--- src/hdl/teq_defines.svh ---
// Register offsets, field positions, reset values and counts for the touch queue
`ifndef TEQ_DEFINES_SVH
`define TEQ_DEFINES_SVH
`define TEQ_OFF_CTRL      8'h00
`define TEQ_OFF_STATUS    8'h04
`define TEQ_OFF_INJECT    8'h08
`define TEQ_OFF_QUEUE     8'h0c
`define TEQ_OFF_LEVEL     8'h10
`define TEQ_OFF_MENU      8'h14
`define TEQ_OFF_EVT_STAT  8'h18
`define TEQ_OFF_EVT_CLR   8'h1c
`define TEQ_OFF_EVT_EN    8'h20
`define TEQ_OFF_CMD       8'h24
`define TEQ_CTRL_PANEL_ON 0
`define TEQ_CTRL_TOUCH_EN 1
`define TEQ_CTRL_SRQ_EN   2
`define TEQ_CTRL_ID_EN    3
`define TEQ_CTRL_RPT_EN   4
`define TEQ_CTRL_RESET    5'h03
`define TEQ_CMD_CLEAR     0
`define TEQ_EVT_TOUCH     0
`define TEQ_EVT_RANGE     1
`define TEQ_EVT_OVERFLOW  2
`define TEQ_EVT_BITS      3
`define TEQ_DEPTH         20
`define TEQ_GRID_X_MAX    8'd11
`define TEQ_GRID_Y_MAX    8'd21
`define TEQ_BTN_COL       8'd11
`define TEQ_BTN_WAVE_ROW  8'd0
`define TEQ_BTN_TOUCH_ROW 8'd5
`define TEQ_BTN_CAL_ROW   8'd9
`define TEQ_MENU_NONE     4'h0
`define TEQ_EMPTY_WORD    32'hffffffff
`endif

--- src/hdl/teq_pkg.sv ---
// Types shared by the touch queue block
package teq_pkg;
    typedef logic [7:0] teq_coord_t;
    typedef enum logic [1:0] {TEQ_SRC_NONE, TEQ_SRC_PANEL, TEQ_SRC_REMOTE} teq_src_e;
endpackage

--- src/hdl/teq_touch_queue.sv ---
// Touch event queue with panel lockout gating, menu readback and event bits
//
// The Wishbone register port and the address map were left to the implementer.
`timescale 1ns/1ns
`default_nettype none
`include "teq_defines.svh"

// Function
// - Every touch's X,Y is queued in a store of twenty entries.
// - Panel and remote touches enter the queue identically.
// - A queue read returns oldest entry, x then y.
// - Empty queue reads give minus one for x and y.
// - Touch into a full queue drops oldest, appends newest.
// - Clear request empties the queue whatever its fill.
// - Buttons at column 11: row 0 waveform, 5 toggle, 9 calibration.
// - Injected touches never activate plug-in channel or probe-ident buttons.
// - Injected touches work despite lockout or touch toggle off.
// - Under lockout only enabled service icon and probe-ident buttons work.
// - Without lockout knob and buttons work; service icon and probe-ident need their enables; screen touches need toggle on.
// - Touch toggle blocks only screen touches, independent of lockout.
// - Lockout is inactive after power-up.
// - Lockout can be set and read back remotely.
// - Same major menu selected twice in a row reads blank.
// - Out-of-grid injected touch raises range error, not queued.
// - Touch report mask enabled raises an event per touch.
module teq_touch_queue
    import teq_pkg::*;
#(
    parameter int DEPTH = `TEQ_DEPTH
) (
    // Clock and reset
    input wire logic clk_sys,
    input wire logic rst,
    // Wishbone slave
    input wire logic wb_cyc_i,
    input wire logic wb_stb_i,
    input wire logic wb_we_i,
    input wire logic [7:0] wb_adr_i,
    input wire logic [3:0] wb_sel_i,
    input wire logic [31:0] wb_dat_i,
    output logic [31:0] wb_dat_o,
    output logic wb_ack_o,
    // Physical panel, asynchronous pins
    input wire logic pin_touch,
    input wire logic [7:0] pin_x,
    input wire logic [7:0] pin_y,
    input wire logic pin_knob,
    input wire logic pin_srq_icon,
    input wire logic pin_probe_id,
    // Gated local controls
    output logic knob_act,
    output logic srq_icon_act,
    output logic probe_id_act,
    output logic [3:0] menu_sel,
    // Interrupt
    output logic irq
);
    // Level and pointers are sized from DEPTH; refuse sizes they cannot count
    if (DEPTH < 2 || DEPTH > 255) begin : g_depth_check
        $error("DEPTH out of range");
    end

    localparam int PW = $clog2(DEPTH);

    // ----------------------------------------------------------------
    // Input synchronisers
    // ----------------------------------------------------------------
    // Three stages; a change counts once stages two and three agree
    logic [19:0] s1, s2, s3;
    logic [19:0] stable;
    always_ff @(posedge clk_sys or posedge rst) begin
        if (rst) begin
            s1 <= 20'h00000;
            s2 <= 20'h00000;
            s3 <= 20'h00000;
            stable <= 20'h00000;
        end else begin
            s1 <= {pin_probe_id, pin_srq_icon, pin_knob, pin_touch, pin_x, pin_y};
            s2 <= s1;
            s3 <= s2;
            for (int i = 0; i < 20; i++) begin
                if (s2[i] == s3[i]) stable[i] <= s3[i];
            end
        end
    end
    logic touch_q, knob_q, srq_q, id_q;
    logic touch_prev, knob_prev, srq_prev, id_prev;
    assign touch_q = stable[16];
    assign knob_q = stable[17];
    assign srq_q = stable[18];
    assign id_q = stable[19];
    always_ff @(posedge clk_sys or posedge rst) begin
        if (rst) begin
            touch_prev <= 1'b0;
            knob_prev <= 1'b0;
            srq_prev <= 1'b0;
            id_prev <= 1'b0;
        end else begin
            touch_prev <= touch_q;
            knob_prev <= knob_q;
            srq_prev <= srq_q;
            id_prev <= id_q;
        end
    end

    // ----------------------------------------------------------------
    // Control registers
    // ----------------------------------------------------------------
    logic [4:0] ctrl;
    logic [`TEQ_EVT_BITS-1:0] evt_stat, evt_en;
    logic bus_req, wr_req, rd_req;
    // Ack high blocks a second take of the same held request
    assign bus_req = wb_cyc_i && wb_stb_i && !wb_ack_o;
    assign wr_req = bus_req && wb_we_i && wb_sel_i[0];
    assign rd_req = bus_req && !wb_we_i;
    logic panel_on, touch_en;
    assign panel_on = ctrl[`TEQ_CTRL_PANEL_ON];
    assign touch_en = ctrl[`TEQ_CTRL_TOUCH_EN];

    // Lockout released at reset; toggle button flips touch enable
    logic toggle_hit;
    always_ff @(posedge clk_sys or posedge rst) begin
        if (rst) begin
            ctrl <= `TEQ_CTRL_RESET;
        end else if (toggle_hit) begin
            ctrl <= ctrl ^ (5'h01 << `TEQ_CTRL_TOUCH_EN);
        end else if (wr_req && wb_adr_i == `TEQ_OFF_CTRL) begin
            ctrl <= wb_dat_i[4:0];
        end
    end

    // ----------------------------------------------------------------
    // Touch sources
    // ----------------------------------------------------------------
    teq_coord_t in_x, in_y;
    teq_src_e src;
    logic inj_wr, inj_ok;
    assign inj_wr = wr_req && wb_adr_i == `TEQ_OFF_INJECT;
    // Remote grid check; plug-in buttons lie outside the grid
    assign inj_ok = wb_dat_i[7:0] <= `TEQ_GRID_X_MAX
        && wb_dat_i[15:8] <= `TEQ_GRID_Y_MAX;
    logic panel_touch, btn_press;
    // Column 11 is the hard button column; the toggle must not lock out its own button
    assign btn_press = stable[15:8] == `TEQ_BTN_COL;
    // Screen touch needs toggle on and no lockout; buttons only need no lockout
    assign panel_touch = touch_q && !touch_prev && panel_on
        && (touch_en || btn_press);

    // Remote injection wins the cycle; ignores lockout and toggle
    always_comb begin
        src = TEQ_SRC_NONE;
        in_x = stable[15:8];
        in_y = stable[7:0];
        if (inj_wr && inj_ok) begin
            src = TEQ_SRC_REMOTE;
            in_x = wb_dat_i[7:0];
            in_y = wb_dat_i[15:8];
        end else if (panel_touch) begin
            src = TEQ_SRC_PANEL;
        end
    end
    logic push;
    assign push = src != TEQ_SRC_NONE;

    // Button decode at column 11
    logic is_btn;
    assign is_btn = push && in_x == `TEQ_BTN_COL;
    assign toggle_hit = is_btn && in_y == `TEQ_BTN_TOUCH_ROW;

    // ----------------------------------------------------------------
    // Queue storage
    // ----------------------------------------------------------------
    logic [15:0] mem [DEPTH];
    logic [PW-1:0] rd_ptr, wr_ptr;
    logic [PW:0] level;
    logic clr_req, pop, full;
    assign clr_req = wr_req && wb_adr_i == `TEQ_OFF_CMD && wb_dat_i[`TEQ_CMD_CLEAR];
    // A read pops only when something is held; empty reads return all ones
    assign pop = rd_req && wb_adr_i == `TEQ_OFF_QUEUE && level != '0;
    assign full = level == (PW+1)'(DEPTH);

    function automatic logic [PW-1:0] inc(input logic [PW-1:0] p);
        inc = (p == PW'(DEPTH - 1)) ? '0 : p + 1'b1;
    endfunction

    // Storage has no reset; level alone says which slots hold touches
    always_ff @(posedge clk_sys) begin
        if (push) mem[clr_req ? '0 : wr_ptr] <= {in_y, in_x};
    end

    always_ff @(posedge clk_sys or posedge rst) begin
        if (rst) begin
            rd_ptr <= '0;
            wr_ptr <= '0;
            level <= '0;
        end else if (clr_req) begin
            // Clear first, then the same-cycle touch lands in slot zero
            rd_ptr <= '0;
            wr_ptr <= push ? PW'(1) : '0;
            level <= push ? (PW+1)'(1) : '0;
        end else begin
            if (push) wr_ptr <= inc(wr_ptr);
            if (push && full) begin
                rd_ptr <= inc(rd_ptr);
            end else if (pop) begin
                rd_ptr <= inc(rd_ptr);
            end
            if (push && !full && !pop) level <= level + 1'b1;
            else if (pop && !push) level <= level - 1'b1;
        end
    end

    // ----------------------------------------------------------------
    // Active major menu
    // ----------------------------------------------------------------
    // Rows 0..4 of the button column select a menu; repeat gives blank
    always_ff @(posedge clk_sys or posedge rst) begin
        if (rst) begin
            menu_sel <= `TEQ_MENU_NONE;
        end else if (is_btn && in_y <= 8'd4) begin
            if (menu_sel == 4'(in_y + 8'd1)) menu_sel <= `TEQ_MENU_NONE;
            else menu_sel <= 4'(in_y + 8'd1);
        end
    end

    // ----------------------------------------------------------------
    // Local control gating
    // ----------------------------------------------------------------
    always_ff @(posedge clk_sys or posedge rst) begin
        if (rst) begin
            knob_act <= 1'b0;
            srq_icon_act <= 1'b0;
            probe_id_act <= 1'b0;
        end else begin
            knob_act <= knob_q && !knob_prev && panel_on;
            srq_icon_act <= srq_q && !srq_prev && ctrl[`TEQ_CTRL_SRQ_EN];
            probe_id_act <= id_q && !id_prev && ctrl[`TEQ_CTRL_ID_EN];
        end
    end

    // ----------------------------------------------------------------
    // Events and interrupt
    // ----------------------------------------------------------------
    logic [`TEQ_EVT_BITS-1:0] evt_set;
    always_comb begin
        evt_set = '0;
        evt_set[`TEQ_EVT_TOUCH] = push && ctrl[`TEQ_CTRL_RPT_EN];
        evt_set[`TEQ_EVT_RANGE] = inj_wr && !inj_ok;
        evt_set[`TEQ_EVT_OVERFLOW] = push && full && !clr_req;
    end
    // Next status and enable; set beats a same-cycle clear so no event is lost
    logic [`TEQ_EVT_BITS-1:0] next_evt_stat, next_evt_en;
    always_comb begin
        next_evt_stat = evt_stat | evt_set;
        next_evt_en = evt_en;
        if (wr_req && wb_adr_i == `TEQ_OFF_EVT_CLR) begin
            next_evt_stat = (evt_stat & ~wb_dat_i[`TEQ_EVT_BITS-1:0]) | evt_set;
        end
        if (wr_req && wb_adr_i == `TEQ_OFF_EVT_EN) begin
            next_evt_en = wb_dat_i[`TEQ_EVT_BITS-1:0];
        end
    end
    // Irq follows the next values, so it drops at the same edge as the clear
    always_ff @(posedge clk_sys or posedge rst) begin
        if (rst) begin
            evt_stat <= '0;
            evt_en <= '0;
            irq <= 1'b0;
        end else begin
            evt_stat <= next_evt_stat;
            evt_en <= next_evt_en;
            irq <= |(next_evt_stat & next_evt_en);
        end
    end

    // ----------------------------------------------------------------
    // Bus answer
    // ----------------------------------------------------------------
    logic [31:0] next_dat;
    always_comb begin
        case (wb_adr_i)
            `TEQ_OFF_CTRL: next_dat = {27'h0, ctrl};
            `TEQ_OFF_STATUS: next_dat = {30'h0, full, level == '0};
            `TEQ_OFF_QUEUE: next_dat = (level == '0) ? `TEQ_EMPTY_WORD
                : {8'h00, mem[rd_ptr][15:8], 8'h00, mem[rd_ptr][7:0]};
            `TEQ_OFF_LEVEL: next_dat = {24'h0, 8'(level)};
            `TEQ_OFF_MENU: next_dat = {28'h0, menu_sel};
            `TEQ_OFF_EVT_STAT: next_dat = {29'h0, evt_stat};
            `TEQ_OFF_EVT_EN: next_dat = {29'h0, evt_en};
            default: next_dat = 32'h00000000;
        endcase
    end
    // One wait state: ack the cycle after the request
    always_ff @(posedge clk_sys or posedge rst) begin
        if (rst) begin
            wb_ack_o <= 1'b0;
            wb_dat_o <= 32'h00000000;
        end else begin
            wb_ack_o <= bus_req;
            if (rd_req) wb_dat_o <= next_dat;
        end
    end

    // ----------------------------------------------------------------
    // Checks
    // ----------------------------------------------------------------
    // Queue level, overflow, pops, clearing and empty reads
    a_level_bound: assert property (@(posedge clk_sys) disable iff (rst)
        level <= (PW+1)'(DEPTH))
        else $error("queue level above depth");
    a_overflow_keeps: assert property (@(posedge clk_sys) disable iff (rst)
        push && full && !clr_req |=> full)
        else $error("overflow lost level");
    a_overflow_event: assert property (@(posedge clk_sys) disable iff (rst)
        push && full && !clr_req |=> evt_stat[`TEQ_EVT_OVERFLOW])
        else $error("overflow event missing");
    a_pop_level: assert property (@(posedge clk_sys) disable iff (rst)
        pop && !push && !clr_req |=> level == $past(level) - 1)
        else $error("read did not pop one entry");
    a_clear_empty: assert property (@(posedge clk_sys) disable iff (rst)
        clr_req && !push |=> level == '0)
        else $error("clear left entries");
    a_clear_ptrs: assert property (@(posedge clk_sys) disable iff (rst)
        clr_req |=> rd_ptr == '0)
        else $error("clear left read pointer");
    a_clear_touch: assert property (@(posedge clk_sys) disable iff (rst)
        clr_req && push |=> level == 1)
        else $error("clear with touch wrong");
    a_empty_read: assert property (@(posedge clk_sys) disable iff (rst)
        rd_req && wb_adr_i == `TEQ_OFF_QUEUE && level == '0 |=> wb_dat_o == 32'hffffffff)
        else $error("empty read not minus one");
    // Remote injection, range errors and the toggle button
    a_range_reject: assert property (@(posedge clk_sys) disable iff (rst)
        inj_wr && !inj_ok |=> evt_stat[`TEQ_EVT_RANGE] && $stable(level))
        else $error("bad injection queued");
    a_inject_lock: assert property (@(posedge clk_sys) disable iff (rst)
        inj_wr && inj_ok && !clr_req && !full |=> level == $past(level) + 1)
        else $error("injection not queued");
    a_toggle_flip: assert property (@(posedge clk_sys) disable iff (rst)
        toggle_hit |=> touch_en != $past(touch_en))
        else $error("toggle button did not flip");
    // Panel gating and masks
    a_lockout_knob: assert property (@(posedge clk_sys) disable iff (rst)
        !panel_on |=> !knob_act)
        else $error("knob acted under lockout");
    a_knob_open: assert property (@(posedge clk_sys) disable iff (rst)
        panel_on && knob_q && !knob_prev |=> knob_act)
        else $error("knob ignored without lockout");
    a_lock_touch: assert property (@(posedge clk_sys) disable iff (rst)
        !panel_on && !(inj_wr && inj_ok) |-> !push)
        else $error("panel touch queued under lockout");
    a_touch_gate: assert property (@(posedge clk_sys) disable iff (rst)
        !touch_en && !(inj_wr && inj_ok) && !btn_press |-> !push)
        else $error("screen touch passed closed toggle");
    a_srq_mask: assert property (@(posedge clk_sys) disable iff (rst)
        !ctrl[`TEQ_CTRL_SRQ_EN] |=> !srq_icon_act)
        else $error("service icon acted while masked");
    a_probe_mask: assert property (@(posedge clk_sys) disable iff (rst)
        !ctrl[`TEQ_CTRL_ID_EN] |=> !probe_id_act)
        else $error("probe ident acted while masked");
    // Menu, events and bus answer
    a_menu_blank: assert property (@(posedge clk_sys) disable iff (rst)
        is_btn && in_y <= 8'd4 && menu_sel == 4'(in_y + 8'd1) |=> menu_sel == `TEQ_MENU_NONE)
        else $error("repeated menu not blank");
    a_touch_event: assert property (@(posedge clk_sys) disable iff (rst)
        push && ctrl[`TEQ_CTRL_RPT_EN] |=> evt_stat[`TEQ_EVT_TOUCH])
        else $error("touch event missing");
    a_irq_level: assert property (@(posedge clk_sys) disable iff (rst)
        irq == |(evt_stat & evt_en))
        else $error("irq does not follow enabled status");
    a_ack_pulse: assert property (@(posedge clk_sys) disable iff (rst)
        wb_ack_o |=> !wb_ack_o)
        else $error("ack longer than one cycle");
endmodule // teq_touch_queue
`default_nettype wire

--- config.mk ---
export PLATFORM = sky130hd
export DESIGN_NAME = teq_touch_queue
export DESIGN_NICKNAME = d
export VERILOG_FILES = /design/src/hdl/teq_pkg.sv /design/src/hdl/teq_touch_queue.sv
export VERILOG_INCLUDE_DIRS = /design/src /design/src/hdl
export SDC_FILE = /design/constraint.sdc
export NUM_CORES = 1
export LEC_CHECK = 0
export BUFFER_PORTS_ARGS = -buffer_cell sky130_fd_sc_hd__buf_2
export CAP_MARGIN = 25
export CORE_AREA = 8 8 255 257
export CTS_BUF_LIST = sky130_fd_sc_hd__clkbuf_8
export DETAILED_ROUTE_END_ITERATION = 16
export DIE_AREA = 0 0 263 265
export SKIP_LAST_GASP = 1
export SYNTH_ARGS = -nofsm -noshare
export SYNTH_HDL_FRONTEND = slang
export SYNTH_SLANG_ARGS = --single-unit
--- constraint.sdc ---
create_clock -name clk_sys -period 4.7 [get_ports clk_sys]
set_input_delay 0 -clock clk_sys [delete_from_list [all_inputs] [get_ports clk_sys]]
set_output_delay 0 -clock clk_sys [all_outputs]
set_load 0.005 [all_outputs]
==> After elaboration in Yosys (flattened, before gate mapping) <==
Memory sizes are Yosys's and may differ from the RTL's.
Cells that the tools add are included.
{ "word_totals": {"ram_bits": 320, "register_bits": 152, "mem_count": 1, "out_inout_bits": 41, "wordCells": 175} }
{ "memory_table": {"columns": ["memory", "words", "word_bits", "read_ports", "rd_ports_with_merged_regs", "write_ports", "line_no", "source"], "rows": [
  ["mem", 20, 16, 1, 0, 1, "teq_touch_queue.sv:173", "logic [15:0] mem [DEPTH];"]
]} }
{ "classes": {"addsub": 5, "eq_ne": 36, "order_cmp": 3, "n_reduce_logical": 56, "bitwise": 7, "muxes": 26} }
{ "op_table": {"columns": ["operator", "count"], "rows": [
  ["32-bit case mux with 7 select lines", 1],
  ["5-bit two-way mux", 8],
  ["1-bit logical AND", 34],
  ["8-bit by 4-bit equality test with 1-bit output (second input constant)", 4],
  ["8-bit by 5-bit equality test with 1-bit output (second input constant)", 4],
  ["32-bit two-way mux", 1],
  ["1-bit equality test", 20],
  ["6-bit two-way mux", 3],
  ["8-bit by 3-bit equality test with 1-bit output (second input constant)", 2],
  ["8-bit by 6-bit equality test with 1-bit output (second input constant)", 2],
  ["8-bit two-way mux", 2],
  ["1-bit logical NOT", 11],
  ["5-bit by 1-bit adder with 5-bit output (second input constant)", 2],
  ["5-bit equality test (second input constant)", 2],
  ["8-bit by 3-bit <= comparator with 1-bit output (second input constant)", 1],
  ["8-bit by 4-bit <= comparator with 1-bit output (second input constant)", 1],
  ["8-bit by 5-bit <= comparator with 1-bit output (second input constant)", 1],
  ["8-bit logical NOT", 1],
  ["6-bit by 1-bit adder with 6-bit output (second input constant)", 1],
  ["3-bit bitwise AND", 2],
  ["6-bit by 5-bit equality test with 1-bit output (second input constant)", 1],
  ["6-bit logical NOT", 1],
  ["2-bit two-way mux", 3],
  ["3-bit two-way mux", 2],
  ["other kinds (14)", 23]
]} }

==> Logic depth before layout (Yosys ltp) <==
Gate-level depths: netlist of the first run.
{ "depth": {"word_depth": 14, "ltp_mapped": 14} }

==> Worst setup path after synthesis of the first run <==
No wires, ideal clock.
{ "synth_timing": {"path_type": "reg2reg", "from": "register wb_ack_o", "to": "register level[5]", "path_stages_with_launch": 15, "setup_slack_ns": 1.525, "arrival_ns": 3.043, "n_path_buf": 1, "cell_sequence": "dfrtp_1 -> nand3b_1 -> nor4_4 -> and3_1 -> or2_1 -> buf_2 -> nand3_1 -> ha_1 -> a21o_1 -> a21oi_1 -> o21bai_1 -> a21oi_1 -> mux2i_1 -> xor2_1 -> nor2_1"} }
{ "synth_via": {"elab_chain_len": 12, "word_cells_on_any_way": 21, "cone_classes": "3 x mux; 18 x reduce/logical"} }
{ "synth_rtl": {"columns": ["item", "line_no", "source"], "rows": [
  ["start, declared", "teq_touch_queue.sv:42", "output logic wb_ack_o,"],
  ["start signal, assigned", "teq_touch_queue.sv:299", "wb_ack_o <= bus_req;"],
  ["1-bit logical NOT *", "teq_touch_queue.sv:113", "assign bus_req = wb_cyc_i && wb_stb_i && !wb_ack_o;"],
  ["1-bit logical AND *", "teq_touch_queue.sv:113", null],
  ["1-bit logical AND (2 in series)", "teq_touch_queue.sv:114", "assign wr_req = bus_req && wb_we_i && wb_sel_i[0];"],
  ["1-bit logical AND (no source line)", null, null],
  ["1-bit logical AND", "teq_touch_queue.sv:154", "if (inj_wr && inj_ok) begin"],
  ["2-bit two-way mux", "teq_touch_queue.sv:154", null],
  ["2-bit nonzero test", "teq_touch_queue.sv:163", "assign push = src != TEQ_SRC_NONE;"],
  ["1-bit logical AND (2 in series)", "teq_touch_queue.sv:208", "if (push && !full && !pop) level <= level + 1'b1;"],
  ["6-bit two-way mux", "teq_touch_queue.sv:208", null],
  ["6-bit two-way mux", "teq_touch_queue.sv:196", "end else if (clr_req) begin"],
  ["end signal, assigned", "teq_touch_queue.sv:200", "level <= push ? (PW+1)'(1) : '0;"],
  ["end signal, assigned", "teq_touch_queue.sv:208", null],
  ["end signal, assigned", "teq_touch_queue.sv:209", "else if (pop && !push) level <= level - 1'b1;"],
  ["end, declared", "teq_touch_queue.sv:175", "logic [PW:0] level;"]
]} }
Every way passes the cells marked *; elsewhere a longest branch is shown, timed or not.
A chain may end at the register's enable or synchronous reset.

==> Worst setup path in the final report of the first run <==
{ "layout_timing": {"from": "input wb_adr_i[3]", "to": "register menu_sel[3]"} }
{ "layout_via": {"elab_chain_len": 7, "word_cells_on_any_way": 14, "cone_classes": "1 x add/sub; 1 x order compare; 3 x eq/ne; 4 x mux; 5 x reduce/logical"} }
{ "layout_rtl": {"columns": ["item", "line_no", "source"], "rows": [
  ["start, declared", "teq_touch_queue.sv:38", "input wire logic [7:0] wb_adr_i,"],
  ["8-bit by 4-bit equality test with 1-bit output (no source line) *", null, null],
  ["1-bit logical AND (no source line) *", null, null],
  ["1-bit logical AND *", "teq_touch_queue.sv:154", null],
  ["8-bit two-way mux *", "teq_touch_queue.sv:154", null],
  ["via in_y[0]", "teq_touch_queue.sv:135", "teq_coord_t in_x, in_y;"],
  ["4-bit by 1-bit adder with 4-bit output", "teq_touch_queue.sv:221, teq_touch_queue.sv:222", null],
  ["4-bit equality test", "teq_touch_queue.sv:221", "if (menu_sel == 4'(in_y + 8'd1)) menu_sel <= `TEQ_MENU_NONE;"],
  ["4-bit two-way mux", "teq_touch_queue.sv:221", null],
  ["end signal, assigned", "teq_touch_queue.sv:219", "menu_sel <= `TEQ_MENU_NONE;"],
  ["end signal, assigned", "teq_touch_queue.sv:221", null],
  ["end signal, assigned", "teq_touch_queue.sv:222", "else menu_sel <= 4'(in_y + 8'd1);"],
  ["end, declared", "teq_touch_queue.sv:54", "output logic [3:0] menu_sel,"]
]} }
Mark *: on every way through the listed nets, which the timed path passes. The rest lies on a longest branch.

==> metrics.yaml, run 1 <==
floorplanning:
  io_pins: 110
  core-area_um2: 61030
  die_x_um: 263
  initial_core_util: 0.2955
  die_area_um2: 69700
  die_height_um: 265
  rows: 91
timing:
  tns_ps: 0
  holdWs_ps: 50.89
  period_share: 0.9064
  period_minus_slack_ps: 4260
  rsz0062_at_grt: "no"
  skew_ps: 30.68
  hold_viol_final: 0
  slew_viol_final: 0
  worst_pin_slew_ps: 900.1
  setup_viol: 0
  fmax_mhz: 234.7
  relSlewSlack: 0.4000
detailed_routing:
  via_per_inst: 4.799
  drtIter0Drc: 688
  ant_nets: 0
  drc: 0
  routed-via-count: 9929
  wirelength_mm: 41.58
  firstDrtPassIters: 5
  post_drt_wl_per_cell_um: 20.10
logic_synthesis:
  yosysSeqAreaShare: 0.7230
  netlist_area_um2: 18030
  synth_edf_count: 320
  syn_nets: 1090
  ys_ff_latch: 457
  yosysUniqueCellTypes: 77
  synthCells: 1011
  synth.largest_area_cell: "edfxtp_1"
  synth_top_area_share: 0.5328
  syn_avg_cell_area_um2: 17.84
  ys_warn_count: 0
  synth_area_leaders: "edfxtp_1 (53%), dfrtp_1 (19%), mux4_2 (12%)"
  yosys_most_used_dff: "edfxtp_1"
  async_flop_share: 0.2998
cells_and_area:
  syn_to_final_growth_pct: 19.55
  regArea_um2: 13050
  final_cell_mix: "edfxtp_1 (320), dfrtp_1 (133), mux4_2 (96), buf_2 (90), clkbuf_8 (82)"
  fillers: 5782
  final_cells: 2069
  finalNetCount: 1300
  mostFrequentLayoutCell: "edfxtp_1"
  multi_input_area_um2: 4656
  drive_gt1_frac: 0.2613
  final_area_um2: 21560
placement:
  gp_congestion: 0.7905
  dp_cells: 1864
  port-buffer-count: 90
  placed_cell_area_um2: 19430
  detailed_place_hpwl_mm: 24.37
pwr:
  p_per_area_nw_per_um2: 373.1
  leakagePower_nw: 7.786
  peakVddDrop_uv: 167.7
grt:
  grt_overflow_total: 0
  grt_pass1_vias: 10496
  grt_max_degree: 83
  grt_pass1_wl_mm: 63.62
  antenna_found_initial: 2
  track_usage: 0.1188
clocking:
  ctsRootBufferMaster: "clkbuf_8"
  clk_pin_slew_ps: 60
  cts_buffer_depth: 3
  clk-insertion-delay-late_ps: 640
  clkSinkCount: 457
  cts_made_buffers: 75
  cts_tree: "yes"
  cts_max_level: 3
  cts_setup_buffers: 0
critical_path:
  worst_setup_path_end_kind: "register"
  crit_path_start_kind: "input port"
  cp_max_fo: 22
  path_cells: "dlygate4sd3_1 -> buf_2 -> or4b_2 -> nor4_4 -> nand3_4 -> mux2i_2 -> inv_1 -> ha_1 -> xnor2_1 -> o32a_1 -> nor4_2 -> nor2_1 -> dlygate4sd3_1"
  worst-setup-path-type: "in -> reg"
  cpMostUsedCell: "dlygate4sd3_1"
  arrival_ps: 4770
  crit_slowest_cell: "or4b_2"
  worst_path_largest_cell_delay_ps: 650
  required_ps: 5210
outcome:
  outcome: "finished, final reports clean"
run:
  maxCapViolCount: 0
worst_hold_path:
  hp-class: "in -> reg"
-- per-layer routing --
metal / track usage / vias to the layer above / share of wire
met5: 0 / - / 0
met4: 0.04126 / 0 / 0.024
met3: 0.02465 / 83 / 0.051
met2: 0.2024 / 268 / 0.50
met1: 0.1498 / 5200 / 0.42
li1: - / 4378 / -
-- synth_stat cells, types with 9 or more instances --
| master | n |
|---|---|
| a21o_1 | 14 |
| a21oi_1 | 23 |
| a31oi_1 | 17 |
| and2_1 | 9 |
| buf_2 | 9 |
| buf_4 | 17 |
| clkbuf_1 | 25 |
| dfrtp_1 | 135 |
| edfxtp_1 | 320 |
| ha_1 | 9 |
| inv_1 | 12 |
| maj3_1 | 20 |
| mux2i_1 | 13 |
| mux4_2 | 96 |
| nand2_1 | 78 |
| nand3_1 | 18 |
| nor2_1 | 55 |
-- worst paths after layout --
path,start,end,slack (ps),cells past startpoint
max,wb_adr_i[3],menu_sel[3],440,13
min,wb_dat_i[12],ctrl[1],50,6
max reg2reg,wb_ack_o,menu_sel[3],450,11
min reg2reg,s1[2],s2[2],350,0
max in group asynchronous,rst,s3[16],3420,4
min in group asynchronous,rst,s3[1],100,3
-- layout make-up --
class                   count  area share
flip-flops and latches    457      0.6052
multi-input cells         483      0.2159
repair buffers            189     0.06407
clock buffers              82     0.05234
well taps                 790     0.04584
clock inverters            52     0.01370
inverters                  15    0.002844
diodes                      1   0.0001161
-- timing repair --
item                       in CTS  in global routing
hold buffers                   70                  0
setup endpoints to repair       0                  0
hold endpoints to repair      124                  0
gates resized for setup         0                  0
-- critical path: cells and delay by family --
family | cells | cell delay (ps)
buffers and inverters | 4 | 1720
and+or+nand+nor | 5 | 1700
muxes | 1 | 410
adders and majority gates | 1 | 390
AOI/OAI and AO/OA | 1 | 370
xor gates and xnor gates | 1 | 160
-- kinds of logic after synthesis --
logic type                 Yosys count  synth area share
DFF                                457            0.7230
and+or+nand+nor                    218           0.05987
muxes                              118            0.1335
AOI/OAI and AO/OA                  105           0.04038
buffers and inverters               71           0.01894
adders and majority gates           30           0.01845
xor gates and xnor gates            12          0.005828
-- power by group --
group / internal, mW / switching [mW]
registers: 4.42 / 0.0377
logic: 0.118 / 0.193
clock network: 1.73 / 1.55
-- registers in the layout, indices dropped and copies added, names as in the netlist, 4 cells and up --
name,cells
ctrl,5
level,6
mem,320
menu_sel,4
rd_ptr,5
s1,20
s2,20
s3,20
stable,20
wb_dat_o,17
wr_ptr,5
-- per-stage QoR --
| stage | utilization | total power, mW | setup WS [ps] |
|---|---|---|---|
| final | 0.3533 | 8.044 | 439.9 |
| after global placement | 0.3184 | 4.801 | 892.1 |
| after global routing | 0.3533 | 8.365 | 121.5 |
| after floorplan | - | 4.688 | 1036 |
| after CTS | 0.3532 | 8.157 | 421.6 |
| after detailed placement | 0.3184 | 4.817 | 907.9 |
(Power assumes the default switching activity.)
==> run 2, diff against run 1 <==
--- a/config.mk
+++ b/config.mk
@@ -8,10 +8,10 @@
 export LEC_CHECK = 0
 export BUFFER_PORTS_ARGS = -buffer_cell sky130_fd_sc_hd__buf_2
 export CAP_MARGIN = 25
-export CORE_AREA = 8 8 255 257
+export CORE_AREA = 8 8 195 336
 export CTS_BUF_LIST = sky130_fd_sc_hd__clkbuf_8
 export DETAILED_ROUTE_END_ITERATION = 16
-export DIE_AREA = 0 0 263 265
+export DIE_AREA = 0 0 203 344
 export SKIP_LAST_GASP = 1
 export SYNTH_ARGS = -nofsm -noshare
 export SYNTH_HDL_FRONTEND = slang
==> run 2 against run 1 <==
Effect of this change: clock skew up 2.0 ps; flip-flop and latch count unchanged; combinational power up 4%; sequential power about the same; design area down 0.79%.
==> metrics.yaml, run 2 (same netlist as run 1, synthesis figures left out) <==
critical_path:
  r2r-end: "menu_sel[3]"  # unchanged
  r2r-start: "wb_ack_o"  # unchanged
  r2r_slack_ps: 360  # was 450 ps
  path_cells: "nand3b_1 -> nor4_4 -> nand3_4 -> mux2i_2 -> inv_1 -> ha_1 -> xnor2_1 -> o31ai_1 -> o32a_1 -> nor4_2 -> nor2_1 -> dlygate4sd3_1"  # was dlygate4sd3_1 -> buf_2 -> or4b_2 -> nor4_4 -> nand3_4 -> mux2i_2 -> inv_1 -> ha_1 -> xnor2_1 -> o32a_1 -> nor4_2 -> nor2_1 -> dlygate4sd3_1
  worst_path_largest_cell_delay_ps: 570  # was 650 ps
  worst_setup_path_end_kind: "register"  # unchanged
  arrival_ps: 4880  # was 4770 ps
  cp_max_fo: 22  # unchanged
  required_ps: 5240  # was 5210 ps
  worst-setup-path-type: "reg -> reg"  # was in -> reg
  crit_slowest_cell: "nor4_4"  # was or4b_2
  ff2ff_path_depth: 12  # was 11
  crit_path_start_kind: "register"  # was input port
detailed_routing:
  drc: 0  # unchanged
  ant_nets: 0  # unchanged
  via_per_inst: 4.806  # was 4.799
  wirelength_mm: 43.15  # was 41.58 mm
  routed-via-count: 9876  # was 9929
  drtIter0Drc: 673  # was 688
  post_drt_wl_per_cell_um: 21.00  # was 20.10 um
  firstDrtPassIters: 4  # was 5
timing:
  setup_viol: 0  # unchanged
  rsz0062_at_grt: "no"  # unchanged
  relSlewSlack: 0.3687  # was 0.4000
  tns_ps: 0  # unchanged
  skew_ps: 32.64  # was 30.68 ps
  holdWs_ps: 37.81  # was 50.89 ps
  worst_pin_slew_ps: 946.9  # was 900.1 ps
  hold_viol_final: 0  # unchanged
  slew_viol_final: 0  # unchanged
  period_minus_slack_ps: 4342  # was 4260 ps
  period_share: 0.9237  # was 0.9064
  fmax_mhz: 230.3  # was 234.7 MHz
cells_and_area:
  finalNetCount: 1290  # was 1300
  syn_to_final_growth_pct: 18.60  # was 19.55%
  top_register: "mem"  # unchanged
  largest_reg_flops: 320  # unchanged
  final_cell_mix: "edfxtp_1 (320), dfrtp_1 (133), mux4_2 (96), buf_2 (90), nand2_1 (78)"  # was edfxtp_1 (320), dfrtp_1 (133), mux4_2 (96), buf_2 (90), clkbuf_8 (82)
  mostFrequentLayoutCell: "edfxtp_1"  # unchanged
  drive_gt1_frac: 0.2569  # was 0.2613
  final_area_um2: 21390  # was 21560 um2
  fillers: 5687  # was 5782
  final_util: 0.3517  # was 0.3533
worst_hold_path:
  hold_depth: 2  # was 6
  hp-start: "pin_x[4]"  # was wb_dat_i[12]
  hp-class: "in -> reg"  # unchanged
  holdPathEnd: "s1[12]"  # was ctrl[1]
floorplanning:
  rows: 120  # was 91
  die_height_um: 344  # was 265 um
  core-area_um2: 60810  # was 61030 um2
  die_x_um: 203  # was 263 um
  die_area_um2: 69830  # was 69700 um2
  io_pins: 110  # unchanged
  initial_core_util: 0.2966  # was 0.2955
grt:
  grt_max_degree: 70  # was 83
  grt_pass1_vias: 10877  # was 10496
  grt_overflow_total: 0  # unchanged
  track_usage: 0.1235  # was 0.1188
  grt_pass1_wl_mm: 65.51  # was 63.62 mm
  antenna_found_initial: 1  # was 2
clocking:
  post_cts_resize_count: 0  # unchanged
  clkSinkCount: 457  # unchanged
  cts_setup_buffers: 0  # unchanged
  cts_made_buffers: 59  # was 75
  cts_buffer_depth: 3  # unchanged
  clk_pin_slew_ps: 70  # was 60 ps
  ctsRootBufferMaster: "clkbuf_8"  # unchanged
  cts_tree: "yes"  # unchanged
  cts_max_level: 2  # was 3
  cts_hold_buf: 74  # was 70
  clk-insertion-delay-late_ps: 650  # was 640 ps
pwr:
  peakVddDrop_uv: 256.7  # was 167.7 uV
  fin_total_pwr_mw: 7.757  # was 8.044 mW
  leakagePower_nw: 7.648  # was 7.786 nW
  p_per_area_nw_per_um2: 362.7  # was 373.1 nW/um2
placement:
  port-buffer-count: 90  # unchanged
  gp_congestion: 0.8291  # was 0.7905
  placed_cell_area_um2: 19450  # was 19430 um2
  detailed_place_hpwl_mm: 27.34  # was 24.37 mm
run:
  maxCapViolCount: 0  # unchanged
outcome:
  outcome: "finished, final reports clean"  # unchanged
## run 2: changes by cell type in the layout (fill, tap and decap cells not counted), sizes merged
cell | previous run | this run
dlygate4sd3 | 70 | 74
clkinv | 18 | 29
clkbuf | 82 | 61
buf | 119 | 121
inv | 46 | 30
bufinv | 2 | 5
## run 2: worst max path at each step
stage | from | end
floorplan | rst | ctrl[2]
finish | wb_ack_o | menu_sel[3]
detailed placement | wb_adr_i[2] | menu_sel[2]
global route | wb_ack_o | menu_sel[3]
global placement | wb_adr_i[2] | menu_sel[3]
CTS | wb_ack_o | menu_sel[3]
## run 2: cell type report
| type | instances | area (um2) | share of cell area |
|---|---|---|---|
| diodes | 1 | 2.502 | 0.0001170 |
| clock buffers | 61 | 839.6 | 0.03925 |
| clock inverters | 50 | 356.6 | 0.01667 |
| inverters | 15 | 61.31 | 0.002866 |
| multi-input cells | 483 | 4653 | 0.2175 |
| flip-flops and latches | 457 | 13050 | 0.6100 |
| well taps | 793 | 992.2 | 0.04639 |
| repair buffers | 195 | 1436 | 0.06715 |
## run 2: worst max-delay path, delay by kind of cell (launching register included)
kind            cells  cell delay [ps]
compound gates      2              330
buf+inv             2              960
fa+ha+maj           1              390
flops               1              380
simple gates        5             1540
mux                 1              400
xor+xnor            1              200
## run 2: power breakdown
group | internal [mW] | switching, mW | total, mW
registers | 4.42 | 0.0390 | 4.46
clock network | 1.50 | 1.48 | 2.98
logic | 0.123 | 0.202 | 0.324
## run 2: layer usage
layer | vias up | global-route usage | part of all wire
li1 | 4346 | - | -
met1 | 5129 | 0.1241 | 0.35
met2 | 280 | 0.2335 | 0.55
met3 | 121 | 0.01748 | 0.040
met4 | 0 | 0.08150 | 0.064
met5 | - | 0 | 0
## run 2: stage by stage
step	worst slack (ps)	instances
floorplan	1036	1011
global placement	979.5	1869
detailed placement	842.1	1869
CTS	364.4	2054
global route	56.97	2055
finish	358.5	2055
==> run 3, diff against run 2 <==
==> constraint.sdc (replaced) <==
create_clock -name clk_sys -period 4 [get_ports clk_sys]
set_input_delay 0 -clock clk_sys [delete_from_list [all_inputs] [get_ports clk_sys]]
set_output_delay 0 -clock clk_sys [all_outputs]
set_load 0.005 [all_outputs]
==> run 3 against run 2 <==
Effect of this change: hold slack better by 15 ps; clock skew fell by 3.9 ps; via count fell by 0.53%; clock power up 6%; global-route usage is 0.24 points lower; highest routed layer unchanged; sequential power is 17% higher; combinational power rose by 18%; register-to-register slack improved by 90 ps; sequential share of layout area grew 0.17 points; critical endpoint unchanged; first-iteration DRC count decreased by 27%.
==> metrics.yaml, run 3 (same netlist as run 1, synthesis figures left out) <==
worst_hold_path:
  hp-class: "in -> reg"  # unchanged
  hold_depth: 2  # unchanged
  holdPathEnd: "s1[14]"  # was s1[12]
  hp-start: "pin_x[6]"  # was pin_x[4]
timing:
  fmax_mhz: 267.3
  period_minus_slack_ps: 3742
  finalWorstSetupSlack_ps: 258.4  # was 358.5 ps
  relSlewSlack: 0.3690  # was 0.3687
  tns_ps: 0  # unchanged
  setup_viol: 0  # unchanged
  slew_viol_final: 0  # unchanged
  hold_viol_final: 0  # unchanged
  period_share: 0.9354
  rsz0062_at_grt: "no"  # unchanged
  skew_ps: 28.74  # was 32.64 ps
  worst_pin_slew_ps: 946.5  # was 946.9 ps
critical_path:
  worst_path_largest_cell_delay_ps: 660  # was 570 ps
  r2r-end: "irq"  # was menu_sel[3]
  ff2ff_path_depth: 10  # was 12
  critical_path.top_delay_family: "buffers and inverters"  # was simple AND/OR/NAND/NOR gates
  cpMostUsedCell: "dlygate4sd3_1"
  arrival_ps: 4250  # was 4880 ps
  critPathBufInv: 5  # was 2
  r2r_slack_ps: 450  # was 360 ps
  r2r-start: "wb_ack_o"  # unchanged
  required_ps: 4500  # was 5240 ps
  crit_start: "wb_adr_i[3]"  # was wb_ack_o
  path_cells: "dlygate4sd3_1 -> buf_2 -> or4b_2 -> nor4_4 -> buf_4 -> nand3_4 -> mux2i_4 -> inv_1 -> ha_1 -> xnor2_1 -> o32a_1 -> nor4_2 -> nor2_1 -> dlygate4sd3_1"  # was nand3b_1 -> nor4_4 -> nand3_4 -> mux2i_2 -> inv_1 -> ha_1 -> xnor2_1 -> o31ai_1 -> o32a_1 -> nor4_2 -> nor2_1 -> dlygate4sd3_1
  crit_path_start_kind: "input port"  # was register
  cp_max_fo: 19  # was 22
  crit_slowest_cell: "or4b_2"  # was nor4_4
  worst_setup_path_end_kind: "register"  # unchanged
  worst-setup-path-type: "in -> reg"  # was reg -> reg
detailed_routing:
  drtIter0Drc: 491  # was 673
  post_drt_wl_per_cell_um: 20.76  # was 21.00 um
  ant_nets: 0  # unchanged
  drc: 0  # unchanged
  routed-via-count: 9824  # was 9876
  wirelength_mm: 42.68  # was 43.15 mm
  via_per_inst: 4.778  # was 4.806
  firstDrtPassIters: 6  # was 4
placement:
  port-buffer-count: 90  # unchanged
  detailed_place_hpwl_mm: 27.61  # was 27.34 mm
  gp_congestion: 0.8341  # was 0.8291
  place_ws_ps: 469.2  # was 842.1 ps
pwr:
  peakVddDrop_uv: 263.7  # was 256.7 uV
  fin_total_pwr_mw: 8.776  # was 7.757 mW
  p_per_area_nw_per_um2: 411.4  # was 362.7 nW/um2
  leakagePower_nw: 7.615  # was 7.648 nW
clocking:
  clkSinkCount: 457  # unchanged
  cts_buffer_depth: 3  # unchanged
  ctsRootBufferMaster: "clkbuf_8"  # unchanged
  clk_pin_slew_ps: 70  # about the same
  cts_made_buffers: 58  # was 59
  clk-insertion-delay-late_ps: 630  # was 650 ps
  cts_max_level: 2  # unchanged
  cts_tree: "yes"  # unchanged
outcome:
  outcome: "finished, final reports clean"  # unchanged
floorplanning:
  die_area_um2: 69830  # unchanged
  core-area_um2: 60810  # unchanged
  die_x_um: 203  # unchanged
  die_height_um: 344  # unchanged
  rows: 120  # unchanged
  initial_core_util: 0.2966  # unchanged
  io_pins: 110  # unchanged
grt:
  grt_pass1_vias: 10747  # was 10877
  antenna_found_initial: 1  # unchanged
  grt_max_degree: 107  # was 70
  grt_pass1_wl_mm: 64.63  # was 65.51 mm
  track_usage: 0.1211  # was 0.1235
  grt_overflow_total: 0  # unchanged
cells_and_area:
  largest_reg_flops: 320  # unchanged
  mostFrequentLayoutCell: "edfxtp_1"  # unchanged
  finalNetCount: 1295  # was 1290
  final_cell_mix: "edfxtp_1 (320), dfrtp_1 (133), mux4_2 (96), buf_2 (90), nand2_1 (78)"  # unchanged
  fillers: 5717  # was 5687
  top_register: "mem"  # unchanged
  syn_to_final_growth_pct: 18.27  # was 18.60%
  drive_gt1_frac: 0.2559  # was 0.2569
run:
  maxCapViolCount: 0  # unchanged
-- run 3: cell count changes in the layout (fill, tap and decap cells not counted), moves of 2 or more --
| cell | previous run | this run |
|---|---|---|
| clkinv_2 | 13 | 10 |
| bufinv_16 | 5 | 2 |
| mux2i_4 | 1 | 3 |
| clkbuf_8 | 61 | 58 |
| buf_4 | 30 | 36 |
| inv_1 | 24 | 28 |
-- run 3: where the power goes --
| group | internal [mW] | total, mW | switching [mW] |
|---|---|---|---|
| clock | 1.49 | 3.16 | 1.66 |
| combinational | 0.146 | 0.382 | 0.237 |
| sequential | 5.19 | 5.24 | 0.0465 |
| total | 6.83 | 8.78 | 1.95 |
-- run 3: layout make-up --
| cell class | instances | area (um2) | area share |
|---|---|---|---|
| flip-flops and latches | 457 | 13050 | 0.6117 |
| multi-input cells | 483 | 4674 | 0.2191 |
| repair buffers | 201 | 1491 | 0.06992 |
| well taps | 793 | 992.2 | 0.04652 |
| clock buffers | 58 | 798.3 | 0.03742 |
| clock inverters | 48 | 262.8 | 0.01232 |
| inverters | 15 | 61.31 | 0.002874 |
| diodes | 1 | 2.502 | 0.0001173 |
-- run 3: worst max path at each step --
stage | endpoint | slack, ps | cells past startpoint
after global routing | menu_sel[3] | 30 | 15
after detailed placement | level[5] | 470 | 14
after CTS | menu_sel[3] | 110 | 11
after floorplan | ctrl[2] | 340 | 1
final | menu_sel[3] | 260 | 14
after global placement | level[5] | 440 | 14
-- run 3: per-stage QoR --
step	utilization	area, um2	hold WS, ps	std cells
floorplan	-	18030	31.43	1011
detailed placement	0.3207	19500	109.4	1874
global placement	0.3207	19500	108.5	1874
global route	0.3508	21330	8.883	2056
finish	0.3508	21330	52.77	2056
CTS	0.3501	21290	0.9351	2053
-- run 3: metal layers --
metal	up-vias	global-route usage	share of wire
li1	4351	-	-
met1	5133	0.1165	0.34
met2	247	0.2359	0.56
met3	93	0.01814	0.041
met4	0	0.07635	0.060
met5	-	0	0
-- run 3: repair_timing --
item,in CTS,in global routing
setup endpoints to repair,0,2
hold buffers,73,0
buffers inserted,0,2
endpoints found under the hold margin,145,0
gates resized for setup,0,3
